File: config.mk
export PLATFORM = sky130hd
export DESIGN_NAME = swcan_mode_logic
export DESIGN_NICKNAME = d
export VERILOG_FILES = /design/src/rtl/swcan_pkg.sv /design/src/rtl/swcan_mode_logic.sv
export SDC_FILE = /design/constraint.sdc
export NUM_CORES = 1
export LEC_CHECK = 0
export BUFFER_PORTS_ARGS = -buffer_cell sky130_fd_sc_hd__buf_2
export CORE_ASPECT_RATIO = 0.75
export CORE_MARGIN = 2
export CORE_UTILIZATION = 50
export CTS_CLUSTER_SIZE = 14
export DETAILED_ROUTE_END_ITERATION = 8
export GPL_TIMING_DRIVEN = 0
export PLACE_DENSITY_LB_ADDON = 0.05
export SLEW_MARGIN = 20
export SYNTH_ARGS = -nofsm -noshare
export SYNTH_HDL_FRONTEND = slang
export SYNTH_SLANG_ARGS = --single-unit
File: constraint.sdc
create_clock -name sys_clk_i -period 4.4 [get_ports sys_clk_i]
set_input_delay 0.66 -clock sys_clk_i [delete_from_list [all_inputs] [get_ports sys_clk_i]]
set_output_delay 0.66 -clock sys_clk_i [all_outputs]
set_load 0.05 [all_outputs]
File: src/rtl/swcan_pkg.sv
// constants and types shared by the single-wire bus mode logic
package swcan_pkg;
  // ==========================================================
  // mode pin encodings (select_b, select_a)
  localparam logic [1:0] MODE_SLEEP  = 2'h0;
  localparam logic [1:0] MODE_HSPEED = 2'h1;
  localparam logic [1:0] MODE_WAKEUP = 2'h2;
  localparam logic [1:0] MODE_NORMAL = 2'h3;
  // ==========================================================
  // timing
  localparam int CLK_HZ         = 100_000_000;
  localparam int TOUT_MS        = 17;
  localparam int WUF_MIN_US     = 10;
  localparam int WUF_MAX_US     = 70;
  localparam int WUF_US         = 40;
  localparam int SLEEP_TOUT_MS  = 250;
  localparam int MODE_SW_MAX_MS = 30;
  localparam int TOUT_CYC       = TOUT_MS * (CLK_HZ / 1000);
  localparam int WUF_CYC        = WUF_US * (CLK_HZ / 1_000_000);
  localparam int SLEEP_CYC      = SLEEP_TOUT_MS * (CLK_HZ / 1000);
  localparam int CNT_W          = 32;
  // ==========================================================
  // operating state, gray coded along sleep -> standby -> active
  typedef enum logic [1:0] {
    ST_SLEEP   = 2'b00,
    ST_STANDBY = 2'b01,
    ST_ACTIVE  = 2'b11
  } op_state_t;
endpackage

File: src/rtl/swcan_mode_logic.sv
// mode, transmit and receive control of a single-wire bus transceiver
`timescale 1ns/1ps
module swcan_mode_logic
  import swcan_pkg::*;
#(
  parameter int TOUT_CYCLES  = TOUT_CYC,
  parameter int WUF_CYCLES   = WUF_CYC,
  parameter int SLEEP_CYCLES = SLEEP_CYC
) (
  input  wire logic sys_clk_i,
  input  wire logic arst_n_i,
  input  wire logic txd_i,
  input  wire logic txd_driven_i,
  input  wire logic mode_select_a_i,
  input  wire logic mode_select_a_driven_i,
  input  wire logic mode_select_b_i,
  input  wire logic mode_select_b_driven_i,
  input  wire logic bus_dominant_i,
  input  wire logic high_voltage_wakeup_i,
  input  wire logic loss_of_ground_i,
  input  wire logic low_battery_i,
  output logic      bus_line_output_o,
  output logic      bus_high_voltage_o,
  output logic      wave_shaping_o,
  output logic      rxd_o,
  output logic      rxd_oe_o,
  output logic      load_ground_o,
  output logic      inhibit_o
);
  import swcan_pkg::*;

  // ==========================================================
  // reset release
  logic [1:0] rst_sync;
  logic       rst_n;

  always_ff @(posedge sys_clk_i or negedge arst_n_i) begin
    if (!arst_n_i) begin
      rst_sync <= 2'h0;
    end else begin
      rst_sync <= {rst_sync[0], 1'b1};
    end
  end
  assign rst_n = rst_sync[1];

  // ==========================================================
  // state record
  typedef struct packed {
    logic             txd_prev;
    logic             tout;
    logic [CNT_W-1:0] tout_cnt;
    logic [CNT_W-1:0] wuf_cnt;
    logic [CNT_W-1:0] slp_cnt;
    logic [1:0]       mode;
    op_state_t        st;
    logic             wake_irq;
    logic             drv;
    logic             hv;
    logic             shape;
    logic             rxd;
    logic             rxd_oe;
    logic             load_gnd;
    logic             inh;
  } state_t;

  state_t cur;
  state_t next_cur;

  // pull resistors: an undriven pin reads as its default level
  logic txd_pin;
  logic ma_pin;
  logic mb_pin;
  logic txd_sync;
  logic ma_sync;
  logic mb_sync;
  logic bus_sync;
  logic hvw_sync;
  logic log_sync;

  swcan_pin_pull #(.IDLE_LEVEL(1'b1)) pull_txd (
    .pin_i   (txd_i),
    .driven_i(txd_driven_i),
    .level_o (txd_pin)
  );

  swcan_pin_pull #(.IDLE_LEVEL(1'b0)) pull_ma (
    .pin_i   (mode_select_a_i),
    .driven_i(mode_select_a_driven_i),
    .level_o (ma_pin)
  );

  swcan_pin_pull #(.IDLE_LEVEL(1'b0)) pull_mb (
    .pin_i   (mode_select_b_i),
    .driven_i(mode_select_b_driven_i),
    .level_o (mb_pin)
  );

  // ==========================================================
  // synchronisers; transmit resets recessive so no false edge
  swcan_sync2 #(.RESET_VAL(1'b1)) sync_txd (
    .sys_clk_i(sys_clk_i),
    .rst_n_i  (rst_n),
    .d_i      (txd_pin),
    .q_o      (txd_sync)
  );

  swcan_sync2 #(.RESET_VAL(1'b0)) sync_ma (
    .sys_clk_i(sys_clk_i),
    .rst_n_i  (rst_n),
    .d_i      (ma_pin),
    .q_o      (ma_sync)
  );

  swcan_sync2 #(.RESET_VAL(1'b0)) sync_mb (
    .sys_clk_i(sys_clk_i),
    .rst_n_i  (rst_n),
    .d_i      (mb_pin),
    .q_o      (mb_sync)
  );

  swcan_sync2 #(.RESET_VAL(1'b0)) sync_bus (
    .sys_clk_i(sys_clk_i),
    .rst_n_i  (rst_n),
    .d_i      (bus_dominant_i),
    .q_o      (bus_sync)
  );

  swcan_sync2 #(.RESET_VAL(1'b0)) sync_hvw (
    .sys_clk_i(sys_clk_i),
    .rst_n_i  (rst_n),
    .d_i      (high_voltage_wakeup_i),
    .q_o      (hvw_sync)
  );

  // loss of ground is slow, two extra cycles cost nothing
  swcan_sync2 #(.RESET_VAL(1'b0)) sync_log (
    .sys_clk_i(sys_clk_i),
    .rst_n_i  (rst_n),
    .d_i      (loss_of_ground_i),
    .q_o      (log_sync)
  );

  // ==========================================================
  // next state
  always_comb begin
    logic             txd_s;
    logic [1:0]       mode_s;
    logic             bus_s;
    logic             hvw_s;
    logic             log_s;
    logic             wake_ok;
    logic             active;
    txd_s   = 1'b1;
    mode_s  = MODE_SLEEP;
    bus_s   = 1'b0;
    hvw_s   = 1'b0;
    log_s   = 1'b0;
    wake_ok = 1'b0;
    active  = 1'b0;
    next_cur = cur;

    txd_s  = txd_sync;
    mode_s = {mb_sync, ma_sync};
    bus_s  = bus_sync;
    hvw_s  = hvw_sync;
    log_s  = log_sync;
    next_cur.txd_prev = txd_s;
    next_cur.mode     = mode_s;

    // wake-up filter, counts persisting high-voltage activity
    if (hvw_s && cur.wuf_cnt < CNT_W'(WUF_CYCLES)) begin
      next_cur.wuf_cnt = cur.wuf_cnt + CNT_W'(1);
    end else if (!hvw_s) begin
      next_cur.wuf_cnt = '0;
    end
    wake_ok = hvw_s && (cur.wuf_cnt >= CNT_W'(WUF_CYCLES) - CNT_W'(1));

    // operating state
    unique case (cur.st)
      ST_SLEEP: begin
        next_cur.slp_cnt = '0;
        if (mode_s != MODE_SLEEP) begin
          next_cur.st = ST_ACTIVE;
        end else if (wake_ok) begin
          next_cur.st       = ST_STANDBY;
          next_cur.wake_irq = 1'b1;
        end
      end
      ST_STANDBY: begin
        if (mode_s != MODE_SLEEP) begin
          next_cur.st       = ST_ACTIVE;
          next_cur.wake_irq = 1'b0;
        end else if (cur.slp_cnt >= CNT_W'(SLEEP_CYCLES) - CNT_W'(1)) begin
          next_cur.st       = ST_SLEEP;
          next_cur.wake_irq = 1'b0;
        end else begin
          next_cur.slp_cnt = cur.slp_cnt + CNT_W'(1);
        end
      end
      ST_ACTIVE: begin
        next_cur.wake_irq = 1'b0;
        if (mode_s == MODE_SLEEP) begin
          next_cur.st = ST_SLEEP;
        end
      end
      default: begin
        next_cur.st = ST_SLEEP;
      end
    endcase
    active = (cur.st == ST_ACTIVE) && (mode_s != MODE_SLEEP);

    // stuck-dominant timeout, same figure in all active modes
    if (txd_s) begin
      next_cur.tout_cnt = '0;
      if (!cur.txd_prev) begin
        next_cur.tout = 1'b0;
      end
    end else if (cur.tout_cnt >= CNT_W'(TOUT_CYCLES) - CNT_W'(1)) begin
      next_cur.tout = 1'b1;
    end else begin
      next_cur.tout_cnt = cur.tout_cnt + CNT_W'(1);
    end

    // driver: mode changes take effect within a few cycles
    next_cur.drv   = active && !txd_s && !next_cur.tout;
    // high level only qualifies a dominant bit, never an idle bus
    next_cur.hv    = next_cur.drv && mode_s == MODE_WAKEUP &&
                     !low_battery_i;
    next_cur.shape = !(mode_s == MODE_HSPEED);

    // receive path
    if (cur.st == ST_SLEEP) begin
      next_cur.rxd    = 1'b1;
      next_cur.rxd_oe = 1'b0;
    end else if (cur.wake_irq || next_cur.wake_irq) begin
      next_cur.rxd    = 1'b0;
      next_cur.rxd_oe = 1'b1;
    end else begin
      next_cur.rxd    = !bus_s;
      next_cur.rxd_oe = 1'b1;
    end
    if (next_cur.st == ST_SLEEP) begin
      next_cur.rxd_oe = 1'b0;
    end

    next_cur.load_gnd = !log_s;
    next_cur.inh      = next_cur.st != ST_SLEEP;
  end

  // ==========================================================
  // registers; power-on state is sleep with driver off
  always_ff @(posedge sys_clk_i or negedge rst_n) begin
    if (!rst_n) begin
      cur          <= '0;
      cur.txd_prev <= 1'b1;
      cur.st       <= ST_SLEEP;
      cur.rxd      <= 1'b1;
      cur.shape    <= 1'b1;
      cur.load_gnd <= 1'b1;
    end else begin
      cur <= next_cur;
    end
  end

  assign bus_line_output_o  = cur.drv;
  assign bus_high_voltage_o = cur.hv;
  assign wave_shaping_o     = cur.shape;
  assign rxd_o              = cur.rxd;
  assign rxd_oe_o           = cur.rxd_oe;
  assign load_ground_o      = cur.load_gnd;
  assign inhibit_o          = cur.inh;
endmodule

// ==========================================================
// two-stage synchroniser; only stage two is read outside
module swcan_sync2
#(
  parameter int               WIDTH     = 1,
  parameter logic [WIDTH-1:0] RESET_VAL = '0
) (
  input  wire logic             sys_clk_i,
  input  wire logic             rst_n_i,
  input  wire logic [WIDTH-1:0] d_i,
  output logic      [WIDTH-1:0] q_o
);
  typedef struct packed {
    logic [WIDTH-1:0] stage1;
    logic [WIDTH-1:0] stage2;
  } sync_state_t;

  sync_state_t cur;
  sync_state_t next_cur;

  always_comb begin
    next_cur        = cur;
    next_cur.stage1 = d_i;
    next_cur.stage2 = cur.stage1;
  end

  always_ff @(posedge sys_clk_i or negedge rst_n_i) begin
    if (!rst_n_i) begin
      cur.stage1 <= RESET_VAL;
      cur.stage2 <= RESET_VAL;
    end else begin
      cur <= next_cur;
    end
  end

  assign q_o = cur.stage2;
endmodule

// ==========================================================
// pin pull resistor: a floating pin reads its idle level
module swcan_pin_pull
#(
  parameter logic IDLE_LEVEL = 1'b0
) (
  input  wire logic pin_i,
  input  wire logic driven_i,
  output logic      level_o
);
  assign level_o = driven_i ? pin_i : IDLE_LEVEL;
endmodule

# Yosys cells after proc, flatten, opt, wreduce, memory -nomap -nowiden

Cells that the tools add are included.

Output and inout port bits: 7
Word-level logic and storage cells: 86
Input port bits: 12
Register bits after elaboration: 122

Multiplexer cells: 23
Equal/unequal tests: 8
Reductions and logical operators: 21
Order comparisons: 4
Add/sub/neg operators: 3

Operators by type and width:

| cell                                                                | number |
|---|---|
| two-way mux 32 bit                                                  | 5 |
| adder 32 x 1 -> 32 bit, second input constant                       | 3 |
| case mux 32 bit (2 select lines)                                    | 1 |
| two-way mux 33 bit                                                  | 1 |
| greater-or-equal comparator 32 x 12 -> 1 bit, second input constant | 1 |
| greater-or-equal comparator 32 x 21 -> 1 bit, second input constant | 1 |
| greater-or-equal comparator 32 x 25 -> 1 bit, second input constant | 1 |
| less-than comparator 32 x 12 -> 1 bit, second input constant        | 1 |
| two-way mux 3 bit                                                   | 3 |
| two-way mux 2 bit                                                   | 4 |
| logical AND 1 bit                                                   | 7 |
| two-way mux 1 bit                                                   | 7 |
| zero test 1 bit                                                     | 6 |
| zero test 2 bit                                                     | 3 |
| != test 2 bit, second input constant                                | 3 |
| case mux 2 bit (3 select lines)                                     | 1 |
| nonzero test 2 bit                                                  | 3 |
| == test 2 x 1 -> 1 bit, second input constant                       | 2 |
| == test 2 bit, second input constant                                | 2 |
| case mux 1 bit (3 select lines)                                     | 1 |
| AND reduction 3 bit                                                 | 1 |
| != test 2 x 1 -> 1 bit, second input constant                       | 1 |
| logical OR 1 bit                                                    | 1 |

# Logic depth before layout (Yosys ltp)

Depth in word-level cells: 9
Depth in mapped cells: 8
Gate-level depth less buffers: 7

# Hierarchy

A second synthesis with hierarchy kept.

Cell total of the unflattened synthesis: 516
Area total of the unflattened synthesis: 5530.3 µm²

By module, submodules not included:

| module                     | area each (µm²) | times used | sequential area each (µm²) | cells each |
|---|---|---|---|---|
| swcan_mode_logic           | 5208.7          | 1          | 2757.6                     | 501 |
| swcan_sync2 (sync_bus ...) | 50.0            | 5          | 50.0                       | 2 |
| swcan_sync2 (sync_txd)     | 52.6            | 1          | 52.6                       | 2 |
| swcan_pin_pull             | 6.3             | 3          | 0.0                        | 1 |

# Least setup slack after synthesis

No wires, ideal clock.

Kind: register to register
Start point: register cur[76] in the netlist's numbering
End point: register cur, in the netlist bus_high_voltage_o
Cell stages (with the launch flop): 8
Arrival time: 1.983 ns
Path buffers: 0
Clock period less this slack: 2.078 ns
Library setup time: 0.095 ns
Data required time: 4.305 ns
Path slack: 2.322 ns
Cells stage by stage: dfrtp_1 ha_1 and4_4 o31ai_2 a211o_2 nand2b_4 or4_4 nor4b_2

RTL lines:

| item                   | RTL line                | text |
|---|---|---|
| start, declared        | swcan_mode_logic.sv:66  | `state_t cur;` |
| start signal, assigned | swcan_mode_logic.sv:261 | `cur <= next_cur;` |

# Final worst setup path

Start point: register cur[12] in the netlist's numbering
End point: register cur[18] in the netlist's numbering

Longest elaborated chain between the ends: 4
Elaborated cells on any way between the ends: 7
Classes of those cells: add/sub: 1; order compare: 1; eq/ne: 1; mux: 3; reduce/logical: 1

RTL lines:

| item                             | RTL line                | text |
|---|---|---|
| adder 32 x 1 -> 32 bit           | swcan_mode_logic.sv:197 | `next_cur.slp_cnt = cur.slp_cnt + CNT_W'(1);` |
| two-way mux 32 bit               | swcan_mode_logic.sv:193 | `end else if (cur.slp_cnt >= CNT_W'(SLEEP_CYCLES) - CNT_W'(1)) begin` |
| two-way mux 32 bit               | swcan_mode_logic.sv:190 | `if (mode_s != MODE_SLEEP) begin` |
| case mux 32 bit (2 select lines) | swcan_mode_logic.sv:179 | `unique case (cur.st)` |

Several ways; a longest one is shown, not always the timed one. The select of a mux whose other input is x is not followed.
A chain may end at the register's enable or synchronous reset.

==> impl_metrics.tcl <==
set metrics [dict create \
    outcome "completed" \
    p_leak_nw 2.76 \
    slew_viol_final 0 \
    antenna_found_initial 0 \
    worst_pin_slew_ns 0.643 \
    synth_cell_type_count 53 \
    path_clk_slew_ns 0.06 \
    synth_top_cell_area_share_pct 55.2 \
    synth_seq_area_share_pct 58.2 \
    synthCells 481 \
    dieArea_um2 11400 \
    synth_area_um2 5260 \
    drtIter0Drc 288 \
    ys_ff_latch 122 \
    grt.overflow.total 0 \
    path_max_fanout 10 \
    num_rows 32 \
    ant_nets 0 \
    port_buffers 18 \
    clock-sinks 122 \
    post_cts_buffers 0 \
    first_pass_iters 5 \
    fin_nets 536 \
    timing.hold.ws_ns 0.312 \
    area_delta_synth_final_pct 17.4 \
    synth_top_area_cell "dfrtp_1" \
    clockBufferDepth 2 \
    grtUsageTotal_pct 19.7 \
    ir_drop_uv 277 \
    largest_reg_flops 101 \
    antenna_cells 0 \
    fmax_mhz 445 \
    finalSetupViolCount 0 \
    clockRootBuffer "clkbuf_16" \
    slowest_delay_ns 0.43 \
    htreeDepth 4 \
    yosysMostFrequentCell "dfrtp_1" \
    cts_made_buffers 17 \
    routed_wl_um 9830 \
    async_flop_share_pct 100 \
    worst_setup_path_end_kind "flop" \
    synth_commonest_cells "116 x dfrtp_1, 48 x nor2_1, 43 x and2_1, 28 x nand3_1, 25 x nand2_1" \
    drt-vias-per-instance 5.30 \
    ys.warnings.count 0 \
    top_regs "cur x101, rst_sync x2" \
    start_util_pct 51.3 \
    slowest_stage "dfrtp_1" \
    syn-num-nets 496 \
    grt_pass1_wl_um 17200 \
    coreArea_um2 10200 \
    hp-class "flop to async pin" \
    fp.dieW_um 122 \
    die-height_um 92.8 \
    drv_cap 0 \
    rsz0062_at_grt "no" \
    gp_congestion 0.838 \
    syn_avg_cell_area_um2 10.9 \
    top_register "cur" \
    path_cells "ha_1, nand3_1, o211ai_1, nand4_1, clkbuf_1, nand3_1, xor2_1, nor2_1" \
    hold_violations 0 \
    drc_errors 0 \
    grt_pass1_vias 3516 \
    relSlewSlack_pct 56.7 \
    ioPinCount 19 \
    path_common_cell "nand3_1" \
    synth_top_flop_cell "dfrtp_1" \
    min_period_over_period_pct 51.1 \
    wire_per_inst_um 14.7 \
    worstPathArrival_ns 2.51 \
    synth.top_cells.by_area "dfrtp_1 55%, and2_1 5.1%, xnor2_1 3.5%" \
    setup_tns_ns 0 \
    crit_type "flop to flop" \
    crit_required_ns 4.67 \
    min_period_ns 2.25 \
    p_per_area_nw_per_um2 446 \
    vias 3554 \
    dp_hpwl_um 6630 \
    clkLatencyLatePin_ns 0.41 \
    finClkSkew_ns 0.0102 \
    finalPower_mw 2.76 \
    cts_tree "done" \
    worstSetupStartpointType "flop" \
    synth_edf_count 0 \
    drive_above_1_share_pct 14.4 \
    grt_max_degree 43 \
]
## final cells by class
class | count | area, µm²
fill | 863 | 4070
buffer | 16 | 72.6
inverter | 6 | 22.5
timing repair buffer | 21 | 140
clock buffer | 18 | 429
sequential | 122 | 3060
clock inverter | 14 | 173
multi-input combinational | 337 | 2110
tap | 136 | 170
## kinds of logic after synthesis
| group | after synthesis | share of synthesized area [%] |
|---|---|---|
| xor+xnor | 40 | 6.66 |
| fa+ha+maj | 3 | 0.713 |
| flops | 122 | 58.2 |
| mux | 5 | 0.999 |
| buf+inv | 22 | 1.81 |
| compound gates | 45 | 5.59 |
| simple gates | 243 | 26.0 |
| other cells | 1 | 0.0713 |
## power breakdown
| group | leakage, nW | switching (mW) | internal (mW) | total [mW] |
|---|---|---|---|---|
| clock network | 0.291 | 0.505 | 0.894 | 1.40 |
| logic | 0.823 | 0.109 | 0.0499 | 0.159 |
| registers | 1.64 | 0.0407 | 1.16 | 1.20 |
| total | 2.76 | 0.655 | 2.10 | 2.76 |
## critical path, delay by kind of cell, from the launching register on
kind	cells	cell delay, ns
buffers and inverters	1	0.36
AOI/OAI and AO/OA	1	0.22
xor gates and xnor gates	1	0.17
DFF	1	0.43
adders and majority gates	1	0.21
and+or+nand+nor	4	0.71
## what timing repair did
action                    4_1_cts  5_1_grt
resized for setup               0        0
hold buffers                    0        1
hold endpoints to repair        0        2
## stage by stage
step | cell area [µm²] | util [%] | setup slack, ns | instances
6_report | 6180 | 60.3 | 2.15 | 670
5_1_grt | 6180 | 60.3 | 1.96 | 670
4_1_cts | 6170 | 60.2 | 2.12 | 669
3_5_place_dp | 5570 | 54.3 | 2.13 | 637
3_3_place_gp | 5520 | 53.9 | -0.550 | 635
2_1_floorplan | 5260 | - | 0.760 | 481
## path summary, 6_finish.rpt
kind | endpoint | depth (start not counted) | startpoint | slack (ns)
setup / recovery | cur[18]$_DFFE_PN0P_ | 8 | cur[12]$_DFFE_PN0P_ | 2.15
hold / removal | cur[67]$_DFFE_PN0P_ | 0 | rst_sync[1]$_DFF_PN0_ | 0.31
setup reg to reg | cur[18]$_DFFE_PN0P_ | 8 | cur[12]$_DFFE_PN0P_ | 2.15
hold reg to reg | cur[67]$_DFFE_PN0P_ | 0 | rst_sync[1]$_DFF_PN0_ | 0.31
max in group asynchronous | rxd_o$_DFF_PN1_ | 2 | rst_sync[1]$_DFF_PN0_ | 3.15
min in group sys_clk_i | sync_hvw.q_o$_DFF_PN0_ | 0 | sync_hvw.cur[1]$_DFF_PN0_ | 0.35
## per-layer routing
metal  track usage (%)  up-vias  wire length, µm
li1                  -     1760                -
met1              29.7     1747             5170
met3              6.28        4              303
met4              5.65        0               26
met2              26.9       43             4330
met5                 0        -                0
## layout by cell type (no fill, tap or decap), types with 9 or more instances in the layout
cell | netlist | final
nor3_1 | 9 | 9
o21ai_0 | 14 | 14
clkbuf_1 | 11 | 12
nor4_1 | 14 | 14
xnor2_1 | 21 | 21
nand4_1 | 18 | 18
xor2_1 | 19 | 19
nand2_1 | 25 | 25
and3_1 | 12 | 12
or3_1 | 9 | 9
nor2b_1 | 15 | 15
a21oi_1 | 14 | 14
and2_1 | 43 | 43
nand3_1 | 28 | 28
clkbuf_16 | 0 | 17
buf_2 | 4 | 22
nor2_1 | 48 | 48
dfrtp_1 | 116 | 115
Note: power is estimated with default switching activity, not from simulation.
